==> config.mk <==
export PLATFORM = sky130hd
export DESIGN_NAME = mcsfr_core
export DESIGN_NICKNAME = d
export VERILOG_FILES = /design/src/mcsfr_core_unused.sv /design/src/mcsfr_pkg.sv /design/src/mcsfr_core.sv
export SDC_FILE = /design/constraint.sdc
export NUM_CORES = 1
export LEC_CHECK = 0
export ABC_CLOCK_PERIOD_IN_PS = 2910
export BUFFER_PORTS_ARGS = -buffer_cell sky130_fd_sc_hd__buf_4
export CAP_MARGIN = 10
export CORE_ASPECT_RATIO = 1.2
export CORE_MARGIN = 10
export CORE_UTILIZATION = 35
export CTS_CLUSTER_SIZE = 24
export DETAILED_ROUTE_END_ITERATION = 7
export HOLD_SLACK_MARGIN = 0.15
export PLACE_DENSITY = 0.57
export SLEW_MARGIN = 40
export SYNTH_ARGS = -nofsm -noshare
export SYNTH_HDL_FRONTEND = slang
export SYNTH_SLANG_ARGS = --single-unit
==> constraint.sdc <==
create_clock -name pclk -period 2.91 [get_ports pclk]
set_input_delay 0.582 -clock pclk [delete_from_list [all_inputs] [get_ports pclk]]
set_output_delay 0.582 -clock pclk [all_outputs]
set_load 0.02 [all_outputs]
==> src/mcsfr_core_unused.sv <==
// mcsfr_core_unused: intentionally empty; all logic lives in mcsfr_core.

==> src/mcsfr_pkg.sv <==
// mcsfr_pkg: constants, register map and carrier types for mcsfr_core.
// assumes a 40 MHz pclk that stands in for the oscillator.
package mcsfr_pkg;

	// machine cycle timing, in oscillator periods
	localparam int OSC_PER_STATE    = 2;
	localparam int STATES_PER_CYCLE = 6;
	localparam int OSC_PER_CYCLE    = OSC_PER_STATE * STATES_PER_CYCLE;
	localparam logic [3:0] POS_LAST   = 4'(OSC_PER_CYCLE - 1);
	localparam logic [3:0] POS_S1P1   = 4'h0;
	localparam logic [3:0] POS_S1P2   = 4'h1;
	localparam logic [3:0] POS_S4P1   = 4'h6;
	localparam logic [3:0] POS_S4P2   = 4'h7;
	localparam logic [3:0] POS_XS_BEG = 4'h2;  // data strobe from S2
	localparam logic [3:0] POS_XS_END = 4'h9;  // to end of S5

	// special register space
	localparam int NUM_SPR = 23;
	localparam logic [7:0] SPR_ADDR [NUM_SPR] = '{
		8'h80, 8'h81, 8'h82, 8'h83, 8'h87, 8'h88, 8'h89, 8'h8A,
		8'h8B, 8'h8C, 8'h8D, 8'h90, 8'h91, 8'h93, 8'h94, 8'h95,
		8'h96, 8'h97, 8'h98, 8'h99, 8'h9A, 8'h9B, 8'hA0};
	localparam logic [7:0] SPR_RST [NUM_SPR] = '{
		8'hFF, 8'h07, 8'h00, 8'h00, 8'h00, 8'h00, 8'h00, 8'h00,
		8'h00, 8'h00, 8'h00, 8'hFF, 8'h00, 8'h00, 8'h00, 8'h00,
		8'h00, 8'h00, 8'h00, 8'h00, 8'h00, 8'h00, 8'hFF};
	localparam int SLOT_PTR_LO = 2;  // data pointer low byte slot
	localparam int SLOT_PTR_HI = 3;  // data pointer high byte slot

	// register indexes; byte address is four times the index
	localparam logic [9:0] IDX_SPR_LO = 10'h080;
	localparam logic [9:0] IDX_SPR_HI = 10'h0FF;
	localparam logic [9:0] IDX_CTRL   = 10'h100;
	localparam logic [9:0] IDX_XDATA  = 10'h101;
	localparam logic [9:0] IDX_STAT   = 10'h102;
	localparam logic [9:0] IDX_BITOP  = 10'h103;

	// control register fields
	localparam int CTRL_RUN  = 0;
	localparam int CTRL_OPND = 1;
	localparam int CTRL_XGO  = 2;
	localparam int CTRL_XWR  = 3;
	localparam logic [3:0] CTRL_RST  = 4'h1;
	localparam logic [7:0] XDATA_RST = 8'h00;
	localparam logic [15:0] PC_RST   = 16'h0000;
	localparam int BITOP_VAL = 8;

	typedef enum logic [1:0] {CYC_NORM, CYC_XM1, CYC_XM2} mcsfr_cyc_e;

	// internal core bus towards the memory and logic module
	typedef struct packed {
		logic [15:0] addr;
		logic [7:0]  dout;
		logic        doe;
		logic        rd_n;
		logic        wr_n;
		logic        code_fetch_strobe_n;
		logic        ale;
		logic        reset_n;
	} mcsfr_bus_s;

endpackage

==> src/mcsfr_core.sv <==
// mcsfr_core: machine-cycle sequencer and special register space,
// with an APB slave for software access.
// assumes the memory and logic module runs on pclk, so its data is
// sampled directly without synchronisers.
//
// Local design decision: the APB slave port.
`timescale 1ns/100ps
`default_nettype none

module mcsfr_core
	import mcsfr_pkg::*;
(
	input  wire logic        pclk,       // oscillator clock
	input  wire logic        presetn,    // async reset, active low
	input  wire logic        psel,       // apb select
	input  wire logic        penable,    // apb access phase
	input  wire logic        pwrite,     // apb write
	input  wire logic [11:0] paddr,      // apb byte address
	input  wire logic [31:0] pwdata,     // apb write data
	output logic      [31:0] prdata,     // apb read data
	output logic             pready,     // apb ready
	output logic             pslverr,    // apb error
	input  wire logic [7:0]  bus_din,    // core bus data in
	output mcsfr_bus_s       core_bus,   // core bus outputs
	output logic [2:0]       seq_state,  // 0..5 for states one..six
	output logic             seq_phase2  // high in second phase half
);

	// slot lookup over the occupied addresses
	function automatic logic [5:0] slot_of(input logic [7:0] a);
		logic [5:0] r;
		r = 6'h00;
		for (int i = 0; i < NUM_SPR; i++) begin
			if (SPR_ADDR[i] == a)
				r = {1'b1, 5'(i)};
		end
		return r;
	endfunction

	logic [7:0]  spr_r [NUM_SPR];
	logic [7:0]  spr_nxt [NUM_SPR];
	logic [3:0]  ctrl_r, ctrl_nxt;
	logic [7:0]  xdata_r, xdata_nxt;
	logic [8:0]  bitop_r, bitop_nxt;
	logic        xpend_r, xpend_nxt;
	logic [31:0] prdata_r, prdata_nxt;
	logic        perr_r, perr_nxt;
	logic [3:0]  pos_r, pos_nxt;
	mcsfr_cyc_e  cyc_r, cyc_nxt;
	logic        xwr_r, xwr_nxt;
	logic [15:0] pc_r, pc_nxt;
	logic [7:0]  ir_r, ir_nxt;
	logic [7:0]  opnd_r, opnd_nxt;
	mcsfr_bus_s  bus_r, bus_nxt;
	logic        rstn_r;

	logic [9:0]  idx;
	logic        setup, wr_en;
	logic [5:0]  wslot, bslot;
	logic [7:0]  baddr;
	logic        bit_val;
	logic        run;

	assign idx   = paddr[11:2];
	assign setup = psel & ~penable;
	assign wr_en = psel & penable & pwrite;
	assign wslot = slot_of(idx[7:0]);
	assign run   = ctrl_r[CTRL_RUN];

	// bit address: top five bits pick a register ending in 000
	assign baddr   = {bitop_r[7:3], 3'b000};
	assign bslot   = slot_of(baddr);
	assign bit_val = bslot[5] & bitop_r[7] &
		spr_r[bslot[4:0]][bitop_r[2:0]];

	// zero-wait slave: read data is prepared in the setup cycle
	assign pready  = 1'b1;
	assign prdata  = prdata_r;
	assign pslverr = perr_r;

	assign core_bus   = bus_r;
	assign seq_state  = pos_r[3:1];
	assign seq_phase2 = pos_r[0];

	// register file and apb read path
	always_comb begin
		logic [5:0] s;
		logic [7:0] ba;
		s          = 6'h00;
		ba         = 8'h00;
		spr_nxt    = spr_r;
		ctrl_nxt   = ctrl_r;
		xdata_nxt  = xdata_r;
		bitop_nxt  = bitop_r;
		prdata_nxt = prdata_r;
		perr_nxt   = 1'b0;
		if (setup) begin
			prdata_nxt = 32'h0000_0000;
			perr_nxt = !((idx >= IDX_SPR_LO && idx <= IDX_SPR_HI) ||
				(idx >= IDX_CTRL && idx <= IDX_BITOP));
			if (idx >= IDX_SPR_LO && idx <= IDX_SPR_HI) begin
				s = slot_of(idx[7:0]);
				// unoccupied: reads give zero, nothing behind it
				if (s[5])
					prdata_nxt[7:0] = spr_r[s[4:0]];
			end else if (idx == IDX_CTRL) begin
				prdata_nxt[3:0] = {ctrl_r[3], xpend_r, ctrl_r[1:0]};
			end else if (idx == IDX_XDATA) begin
				prdata_nxt[7:0] = xdata_r;
			end else if (idx == IDX_STAT) begin
				prdata_nxt = {pc_r, ir_r, 3'b000,
					cyc_r != CYC_NORM, pos_r};
			end else if (idx == IDX_BITOP) begin
				prdata_nxt[8:0] = {bit_val, bitop_r[7:0]};
			end
		end
		if (wr_en) begin
			if (idx >= IDX_SPR_LO && idx <= IDX_SPR_HI &&
				wslot[5])
				spr_nxt[wslot[4:0]] = pwdata[7:0];
			else if (idx == IDX_CTRL)
				ctrl_nxt = {pwdata[CTRL_XWR], 1'b0,
					pwdata[CTRL_OPND], pwdata[CTRL_RUN]};
			else if (idx == IDX_XDATA)
				xdata_nxt = pwdata[7:0];
			else if (idx == IDX_BITOP) begin
				bitop_nxt = pwdata[8:0];
				ba = {pwdata[7:3], 3'b000};
				s = slot_of(ba);
				// bit write only in the upper half, on 000 registers
				if (pwdata[7] && s[5])
					spr_nxt[s[4:0]][pwdata[2:0]] = pwdata[BITOP_VAL];
			end
		end
		// data captured from the bus beats a software write
		if (cyc_r == CYC_XM2 && pos_r == POS_XS_END && !xwr_r)
			xdata_nxt = bus_din;
	end

	// pending move: a new request wins over the clear when taken
	always_comb begin
		logic take;
		take      = xpend_r && pos_r == POS_LAST &&
			cyc_r == CYC_NORM && run;
		xpend_nxt = (xpend_r & ~take) |
			(wr_en && idx == IDX_CTRL && pwdata[CTRL_XGO]);
	end

	always_ff @(posedge pclk or negedge presetn) begin
		if (!presetn) begin
			for (int i = 0; i < NUM_SPR; i++)
				spr_r[i] <= SPR_RST[i];
			ctrl_r   <= CTRL_RST;
			xdata_r  <= XDATA_RST;
			bitop_r  <= 9'h000;
			xpend_r  <= 1'b0;
			prdata_r <= 32'h0000_0000;
			perr_r   <= 1'b0;
		end else begin
			spr_r    <= spr_nxt;
			ctrl_r   <= ctrl_nxt;
			xdata_r  <= xdata_nxt;
			bitop_r  <= bitop_nxt;
			xpend_r  <= xpend_nxt;
			prdata_r <= prdata_nxt;
			perr_r   <= perr_nxt;
		end
	end

	// sequencer: position 0..11 gives state and phase half
	always_comb begin
		pos_nxt = pos_r;
		cyc_nxt = cyc_r;
		xwr_nxt = xwr_r;
		if (run) begin
			if (pos_r == POS_LAST) begin
				pos_nxt = 4'h0;
				case (cyc_r)
					CYC_NORM: begin
						if (xpend_r) begin
							cyc_nxt = CYC_XM1;
							xwr_nxt = ctrl_r[CTRL_XWR];
						end
					end
					CYC_XM1: cyc_nxt = CYC_XM2;
					CYC_XM2: cyc_nxt = CYC_NORM;
					default: cyc_nxt = CYC_NORM;
				endcase
			end else begin
				pos_nxt = pos_r + 4'h1;
			end
		end
	end

	// fetch path and core bus strobes
	// the bus is registered: its strobes follow the next position and
	// the next cycle kind, while bus_din capture follows the present
	// ones; mixing the two would latch the counter in a move cycle
	always_comb begin
		logic fetch_cyc;
		logic fetch_nxt;
		logic move_nxt;
		logic in_xs;
		fetch_cyc = run && cyc_r != CYC_XM2;
		fetch_nxt = run && cyc_nxt != CYC_XM2;
		move_nxt  = run && cyc_nxt == CYC_XM2;
		in_xs     = pos_r >= POS_XS_BEG && pos_r <= POS_XS_END;
		pc_nxt    = pc_r;
		ir_nxt    = ir_r;
		opnd_nxt  = opnd_r;
		bus_nxt   = bus_r;
		bus_nxt.reset_n             = rstn_r;
		bus_nxt.ale                 = 1'b0;
		bus_nxt.code_fetch_strobe_n = 1'b1;
		bus_nxt.rd_n                = 1'b1;
		bus_nxt.wr_n                = 1'b1;
		bus_nxt.doe                 = 1'b0;
		// two fetches per cycle, address latched in the first half
		if (fetch_nxt) begin
			if (pos_nxt == POS_S1P1 || pos_nxt == POS_S4P1) begin
				bus_nxt.ale  = 1'b1;
				bus_nxt.addr = pc_r;
			end
			if (pos_nxt == POS_S1P2 || pos_nxt == POS_S4P2)
				bus_nxt.code_fetch_strobe_n = 1'b0;
		end
		// opcode taken at the close of state one
		if (fetch_cyc && pos_r == POS_S1P2) begin
			ir_nxt = bus_din;
			pc_nxt = pc_r + 16'h0001;
		end
		// second fetch in state four; byte kept as operand only when CTRL_OPND is set, else dropped
		if (fetch_cyc && pos_r == POS_S4P2 &&
			ctrl_r[CTRL_OPND]) begin
			opnd_nxt = bus_din;
			pc_nxt   = pc_r + 16'h0001;
		end
		// data move cycle addressed by the data pointer
		if (move_nxt) begin
			if (pos_nxt == POS_S1P1) begin
				bus_nxt.ale  = 1'b1;
				bus_nxt.addr = {spr_r[SLOT_PTR_HI], spr_r[SLOT_PTR_LO]};
			end
		end
		// data strobe window of the move cycle
		if (move_nxt && pos_nxt >= POS_XS_BEG &&
			pos_nxt <= POS_XS_END) begin
			bus_nxt.rd_n = xwr_r;
			bus_nxt.wr_n = ~xwr_r;
			bus_nxt.doe  = xwr_r;
			bus_nxt.dout = xdata_r;
		end
		if (in_xs && !run)
			bus_nxt.doe = 1'b0;
	end

	always_ff @(posedge pclk or negedge presetn) begin
		if (!presetn) begin
			pos_r  <= 4'h0;
			cyc_r  <= CYC_NORM;
			xwr_r  <= 1'b0;
			pc_r   <= PC_RST;
			ir_r   <= 8'h00;
			opnd_r <= 8'h00;
			rstn_r <= 1'b0;
			bus_r  <= '{addr: 16'h0000, dout: 8'h00, doe: 1'b0,
				rd_n: 1'b1, wr_n: 1'b1, code_fetch_strobe_n: 1'b1,
				ale: 1'b0, reset_n: 1'b0};
		end else begin
			pos_r  <= pos_nxt;
			cyc_r  <= cyc_nxt;
			xwr_r  <= xwr_nxt;
			pc_r   <= pc_nxt;
			ir_r   <= ir_nxt;
			opnd_r <= opnd_nxt;
			rstn_r <= 1'b1;     // module reset released two edges late, through bus_r
			bus_r  <= bus_nxt;
		end
	end

endmodule // mcsfr_core

`default_nettype wire

# After elaboration in Yosys (flattened, before gate mapping)

Cells that the tools add are included.

Flip-flop bits (word level): 299
Bits in latches: 0
Bits in writable memories: 0
ROM bits: 0
Input bits: 57
Memories: 0

Add/subtract/negate cells: 2
Multipliers: 0
Divide/modulo/power cells: 0
Magnitude comparators: 17
Equality and inequality tests: 53
Shift operators: 0
Mux-type cells: 96
Bitwise operators: 17
Reductions and logical operators: 43

Operators with widths:

| cell                                                                                 | number |
|---|---|
| 184-bit two-way mux                                                                  | 5 |
| 184-bit bitwise mux                                                                  | 2 |
| 6-bit two-way mux                                                                    | 40 |
| 8-bit == test, first input constant                                                  | 23 |
| 8-bit two-way mux                                                                    | 14 |
| 16-bit two-way mux                                                                   | 6 |
| 8-bit binary-select mux with 5-bit select                                            | 2 |
| 8-bit demux with 5-bit select                                                        | 2 |
| 5-bit == test, first input constant                                                  | 10 |
| 24-bit two-way mux                                                                   | 2 |
| 10-bit by 9-bit == test with 1-bit output, second input constant                     | 4 |
| 28-bit two-way mux                                                                   | 1 |
| 6-bit greater-or-equal comparator, second input constant                             | 4 |
| 1-bit logical AND                                                                    | 24 |
| 5-bit inverter with 6-bit output                                                     | 4 |
| 23-bit two-way mux                                                                   | 1 |
| 9-bit two-way mux                                                                    | 2 |
| 16-bit by 1-bit adder with 16-bit output, second input constant                      | 1 |
| 4-bit by 3-bit == test with 1-bit output, second input constant                      | 3 |
| 6-bit by 1-bit less-than comparator with 1-bit output, second input constant         | 2 |
| 4-bit two-way mux                                                                    | 3 |
| 2-bit nonzero test                                                                   | 6 |
| 10-bit by 8-bit greater-or-equal comparator with 1-bit output, second input constant | 1 |
| 10-bit by 9-bit greater-or-equal comparator with 1-bit output, second input constant | 1 |
| 29 further kinds                                                                     | 65 |

# Logic depth before layout (Yosys ltp)

Word-level depth: 38
Depth in mapped cells: 13
Mapped depth without buffers: 9

# Worst setup path after synthesis

OpenSTA, ideal clock, no wires.

Path type: input -> register
Start: input paddr[4]
End: register spr_r[41] in the netlist's numbering
Library setup time: 125 ps
Arrival: 2868 ps
Path slack: -83 ps
Stages on the path: 11
Path through: buf_2 -> buf_1 -> nand2_1 -> o32ai_1 -> a211o_4 -> o31ai_1 -> nor2_1 -> buf_2 -> nand4_1 -> buf_2 -> mux2_2

Longest elaborated chain between the ends: 30

Ends and longest elaborated chain:

| element                                                                                                                                 | line              | source |
|---|---|---|
| from (decl)                                                                                                                             | mcsfr_core.sv:18  | `input wire logic [11:0] paddr,` |
| 8-bit == test                                                                                                                           | mcsfr_core.sv:34  | `if (SPR_ADDR[i] == a)` |
| 6-bit two-way mux (22 in a row)                                                                                                         | mcsfr_core.sv:34  |  |
| 5-bit inverter with 6-bit output (implied by the code)                                                                                  | mcsfr_core.sv:120 | `spr_nxt[wslot[4:0]] = pwdata[7:0];` |
| 6-bit greater-or-equal comparator (implied by the code) / 6-bit by 1-bit less-than comparator with 1-bit output (equally long branches) | mcsfr_core.sv:120 |  |
| 1-bit logical AND (implied by the code)                                                                                                 | mcsfr_core.sv:120 |  |
| 8-bit two-way mux (implied by the code)                                                                                                 | mcsfr_core.sv:120 |  |
| 8-bit demux with 5-bit select                                                                                                           | mcsfr_core.sv:120 |  |
| 184-bit bitwise mux                                                                                                                     | mcsfr_core.sv:120 |  |
| 184-bit two-way mux                                                                                                                     | mcsfr_core.sv:118 | `if (idx >= IDX_SPR_LO && idx <= IDX_SPR_HI &&` |
| to (signal, indexed assignment)                                                                                                         | mcsfr_core.sv:152 | `spr_r[i] <= SPR_RST[i];` |
| to (signal assigned)                                                                                                                    | mcsfr_core.sv:160 | `spr_r <= spr_nxt;` |
| to (decl)                                                                                                                               | mcsfr_core.sv:40  | `logic [7:0] spr_r [NUM_SPR];` |

Parallel ways exist; a longest one is shown, timed or not.
A chain may end at the register's enable or synchronous reset.

# Worst setup path after layout

Start: input paddr[6]
End: register prdata_r[4], in the netlist prdata[4]

Longest elaborated chain between the ends: 31

Ends and longest elaborated chain:

| element                                                | line              | source |
|---|---|---|
| 8-bit == test                                          | mcsfr_core.sv:34  |  |
| 6-bit two-way mux (22 in a row)                        | mcsfr_core.sv:34  |  |
| 6-bit two-way mux                                      | mcsfr_core.sv:101 | `if (idx >= IDX_SPR_LO && idx <= IDX_SPR_HI) begin` |
| 6-bit two-way mux                                      | mcsfr_core.sv:97  | `if (setup) begin` |
| 5-bit inverter with 6-bit output (implied by the code) | mcsfr_core.sv:105 | `prdata_nxt[7:0] = spr_r[s[4:0]];` |
| 8-bit binary-select mux with 5-bit select              | mcsfr_core.sv:105 |  |
| 8-bit two-way mux (implied by the code) (2 in a row)   | mcsfr_core.sv:105 |  |
| 8-bit two-way mux                                      | mcsfr_core.sv:104 | `if (s[5])` |
| 8-bit two-way mux (*)                                  | mcsfr_core.sv:101 |  |
| to (signal assigned)                                   | mcsfr_core.sv:165 | `prdata_r <= prdata_nxt;` |
| to (decl)                                              | mcsfr_core.sv:46  | `logic [31:0] prdata_r, prdata_nxt;` |

Mark *: on every way between the ends. The rest lies on a longest branch, timed or not. The select of a mux whose other input is x is not followed.

==> metrics.log <==
[metrics] status: completed
[metrics] post-layout total power: 9.20 mW
[metrics] Max Buffers Root-to-Sink: 3
[metrics] floorplan core area: 0.0449 sq mm
[metrics] Die W: 214 um
[metrics] Clock Tree Root: clkbuf_16
[metrics] number of levels the H-tree was split into: 2
[metrics] worst setup slack after placement: -0.376 ns
[metrics] number of detailed-route iterations in the first pass: 6
[metrics] vias per cell: 5.56
[metrics] Remaining DRCs: 0
[metrics] cell-by-cell listing of the critical path: buf_4, buf_4, or3b_2, nor4bb_2, a311oi_4, buf_12, buf_12, a21oi_1, a21oi_1, o21ai_0, nor3_1, buf_4, a211o_1
[metrics] leading area contributor after synthesis: dfrtp_1
[metrics] slowest stage delay, CP: 0.45 ns
[metrics] share of cells above drive strength 1: 30.7%
[metrics] floorplan row count: 85
[metrics] detailed-route via count: 13871
[metrics] weighted congestion at the end of routability-driven global placement: 0.962
[metrics] overall routing resource usage: 21.4%
[metrics] first-pass GRT wire length: 89.6 mm
[metrics] setup repair after global routing missed its margin: no
[metrics] kind of start point of the critical path: primary input
[metrics] number of global-route vias before repair: 14281
[metrics] post-synthesis async set-or-reset flop share: 100%
[metrics] total congestion overflow: 0
[metrics] summed instance area of the synthesized netlist: 0.0159 sq mm
[metrics] Worst Max-Slew Pin Slew: 0.707 ns
[metrics] main area contributors after synthesis: dfrtp_1, mux2_2, dfstp_2
[metrics] number of distinct library cell variants in the gate-level netlist after synthesis: 86
[metrics] area added between synthesis and finish: 26.1%
[metrics] number of warnings printed during yosys synthesis: 0
[metrics] leakage power: 9.03 nW
[metrics] fin cells: 2497
[metrics] Max Transition Viols Final: 0
[metrics] period utilization: 94.8%
[metrics] critical path's slowest cell: or3b_2
[metrics] switching power share of the total: 23.7%
[metrics] worst clock skew on the final layout: 0.0118 ns
[metrics] areal power density over the cells: 460 mW/mm^2
[metrics] clock-pin slew on the worst setup and hold paths: 0.07 ns
[metrics] worst-case register-to-register setup slack: 0.18 ns
[metrics] die area: 0.0542 sq mm
[metrics] Antenna Nets Post-Route: 0
[metrics] register bit total from synthesis: 299
[metrics] kind of cell adding the most delay to the critical path: compound AO/OA/AOI/OAI gates
[metrics] total wire length: 58.8 mm
[metrics] DR iter-0 viols: 1163
[metrics] # Max-Cap Violations: 0
[metrics] insertion delay of the later-clocked pin in the worst-skew pair: 0.53 ns
[metrics] synthesized instance count: 1621
[metrics] flip-flop cell with the highest count after synthesis: dfrtp_1
[metrics] largest net degree at the start of global routing: 71
[metrics] clock network power share: 47.3%
[metrics] count of buffer and inverter cells on the critical path: 5
[metrics] share of the yosys chip area belonging to registers: 47.5%
[metrics] Die Y-Extent: 253 um
[metrics] count of inserted antenna diode cells: 0
[metrics] HPWL after detailed placement: 44.8 mm
[metrics] peak supply drop: 0.000308 V
[metrics] worst setup slack after layout: 0.150 ns
[metrics] portion of synthesized cell area occupied by the leading cell type: 42.3%
[metrics] initial core utilization: 35.3%
[metrics] class of the tightest hold or removal check: primary input to flop
[metrics] sequential share of power: 45.7%
[metrics] clk sink count: 299
[metrics] clock period minus final worst setup slack: 2.76 ns
[metrics] syn_area_per_cell: 9.78 sq um
[metrics] nets: 1926
[metrics] net switching power: 2.18 mW
[metrics] maximum clock frequency: 362 MHz
[metrics] number of failing setup endpoints in the final timing report: 0
[metrics] number of instances in the placed design: 2437
[metrics] fraction of power consumed by combinational cells: 7.0%
[metrics] maximum net fanout on the critical path: 17
[metrics] critical path class: primary input to flop
[metrics] cell mode on critical path: buf_4
[metrics] antenna violations before repair: 0
[metrics] data arrival at the endpoint of the critical path: 3.23 ns
[metrics] total I/O pin count: 125
[metrics] worst path required time: 3.38 ns
[metrics] routed length per placed instance: 23.6 um
[metrics] capturing element type of the critical path: flop
[metrics] total CTS buffers: 34
[metrics] Port-buffer cells: 98
[metrics] relative slew slack: 52.6%
[metrics] CTS tree: built
[metrics] Hold Fails Final Rpt: 0
[metrics] Post-synth EDFFs: 0
[metrics] total internal power: 7.01 mW
[cells in the mapped netlist (12+ instances only)]
library cell,number
inv_1,35
dfrtp_1,268
nand2_1,184
mux2_2,126
dfstp_2,31
clkbuf_1,72
nand2b_1,14
a22o_1,25
a31oi_1,16
mux2i_1,50
nand4_1,14
o221ai_1,12
nand3_1,38
nor3_1,36
o22ai_1,56
buf_2,26
a21oi_1,137
o21ai_0,130
nor2_1,101
xnor2_1,14
[timing repair]
| action | 4_1_cts | 5_1_grt |
|---|---|---|
| setup endpoints to repair | 0 | 1 |
| hold endpoints to repair | 19 | 0 |
| setup buffers | 0 | 0 |
| resized for setup | 0 | 1 |
| hold buffers | 1 | 0 |
[flip-flops by register name, summed over array words and instances (netlist names)]
name and count:
spr_r 184, prdata 32, core_bus 30, pc_r 16, bitop_r 8, ir_r 8
xdata_r 8, pos_r 4, ctrl_r 3, cyc_r 2, pslverr 1, rstn_r 1
xpend_r 1, xwr_r 1
[through the flow]
step	instance area [sq um]	hold slack, ns	utilization (%)	TNS (ns)
after floorplan	15900	0.286	-	-0.0433
after global placement	18900	0.338	42.0	-29.78
after detailed placement	18900	0.354	42.0	-32.85
after CTS	20000	0.290	44.5	0
after global routing	20000	0.290	44.5	0
final	20000	0.305	44.5	0
[area by class of cell]
cell class	instances	area, sq um
fillers	4364	24900
well taps	609	762
flip-flops and latches	299	7520
clock buffers	48	975
clock inverters	11	136
repair buffers	324	2730
inverters	37	139
multi-input cells	1169	7730
[layer usage]
layer | global-route usage [%] | wire length (um) | up-vias
li1 | - | - | 6398
met2 | 36.0 | 28100 | 515
met5 | 0 | 0 | -
met3 | 2.82 | 3370 | 136
met4 | 10.4 | 2900 | 0
met1 | 26.8 | 24400 | 6822
[logic make-up (layout without fill, tap and decap cells)]
logic type,Yosys count,count (layout),share of synthesized area (%)
buffers and inverters,154,420,4.07
DFF,299,299,47.5
and+or+nand+nor,483,483,14.9
other,1,2,0.0237
adders and majority gates,4,4,0.316
muxes,188,188,13.5
xor gates and xnor gates,22,22,1.22
AOI/OAI and AO/OA,470,470,18.5
[power groups by stage]
stage / combinational [mW] / sequential [mW] / clock, mW
finish: 0.646 / 4.20 / 4.35
floorplan: 0.259 / 4.27 / 0
global route: 0.697 / 4.20 / 4.63
global placement: 0.636 / 4.27 / 0
detailed placement: 0.642 / 4.27 / 0
CTS: 0.646 / 4.20 / 4.43
[final timing paths]
| check | start | endpoint | cells past startpoint |
|---|---|---|---|
| max in group asynchronous | presetn | spr_r[85]$_DFFE_PN0P_ | 3 |
| min in group asynchronous | presetn | spr_r[33]$_DFFE_PN0P_ | 2 |
| hold / removal | bus_din[4] | ir_r[4]$_DFFE_PN0P_ | 2 |
| setup / recovery | paddr[6] | prdata[4]$_DFFE_PN0P_ | 13 |
| hold reg to reg | rstn_r$_DFF_PN0_ | core_bus[0]$_DFF_PN0_ | 0 |
| setup reg to reg | pos_r[0]$_DFF_PN0_ | core_bus[15]$_DFF_PN0_ | 8 |
[layout by cell type (no fill, tap or decap), types with 35 or more instances in the layout]
| cell | count |
|---|---|
| o22ai_1 | 56 |
| dfrtp_1 | 268 |
| buf_4 | 299 |
| nor2_1 | 101 |
| nand3_1 | 38 |
| clkbuf_16 | 35 |
| mux2i_1 | 50 |
| nor3_1 | 36 |
| a21oi_1 | 137 |
| inv_1 | 35 |
| o21ai_0 | 130 |
| nand2_1 | 184 |
| mux2_2 | 126 |
Power figures use the tool's default switching activity.
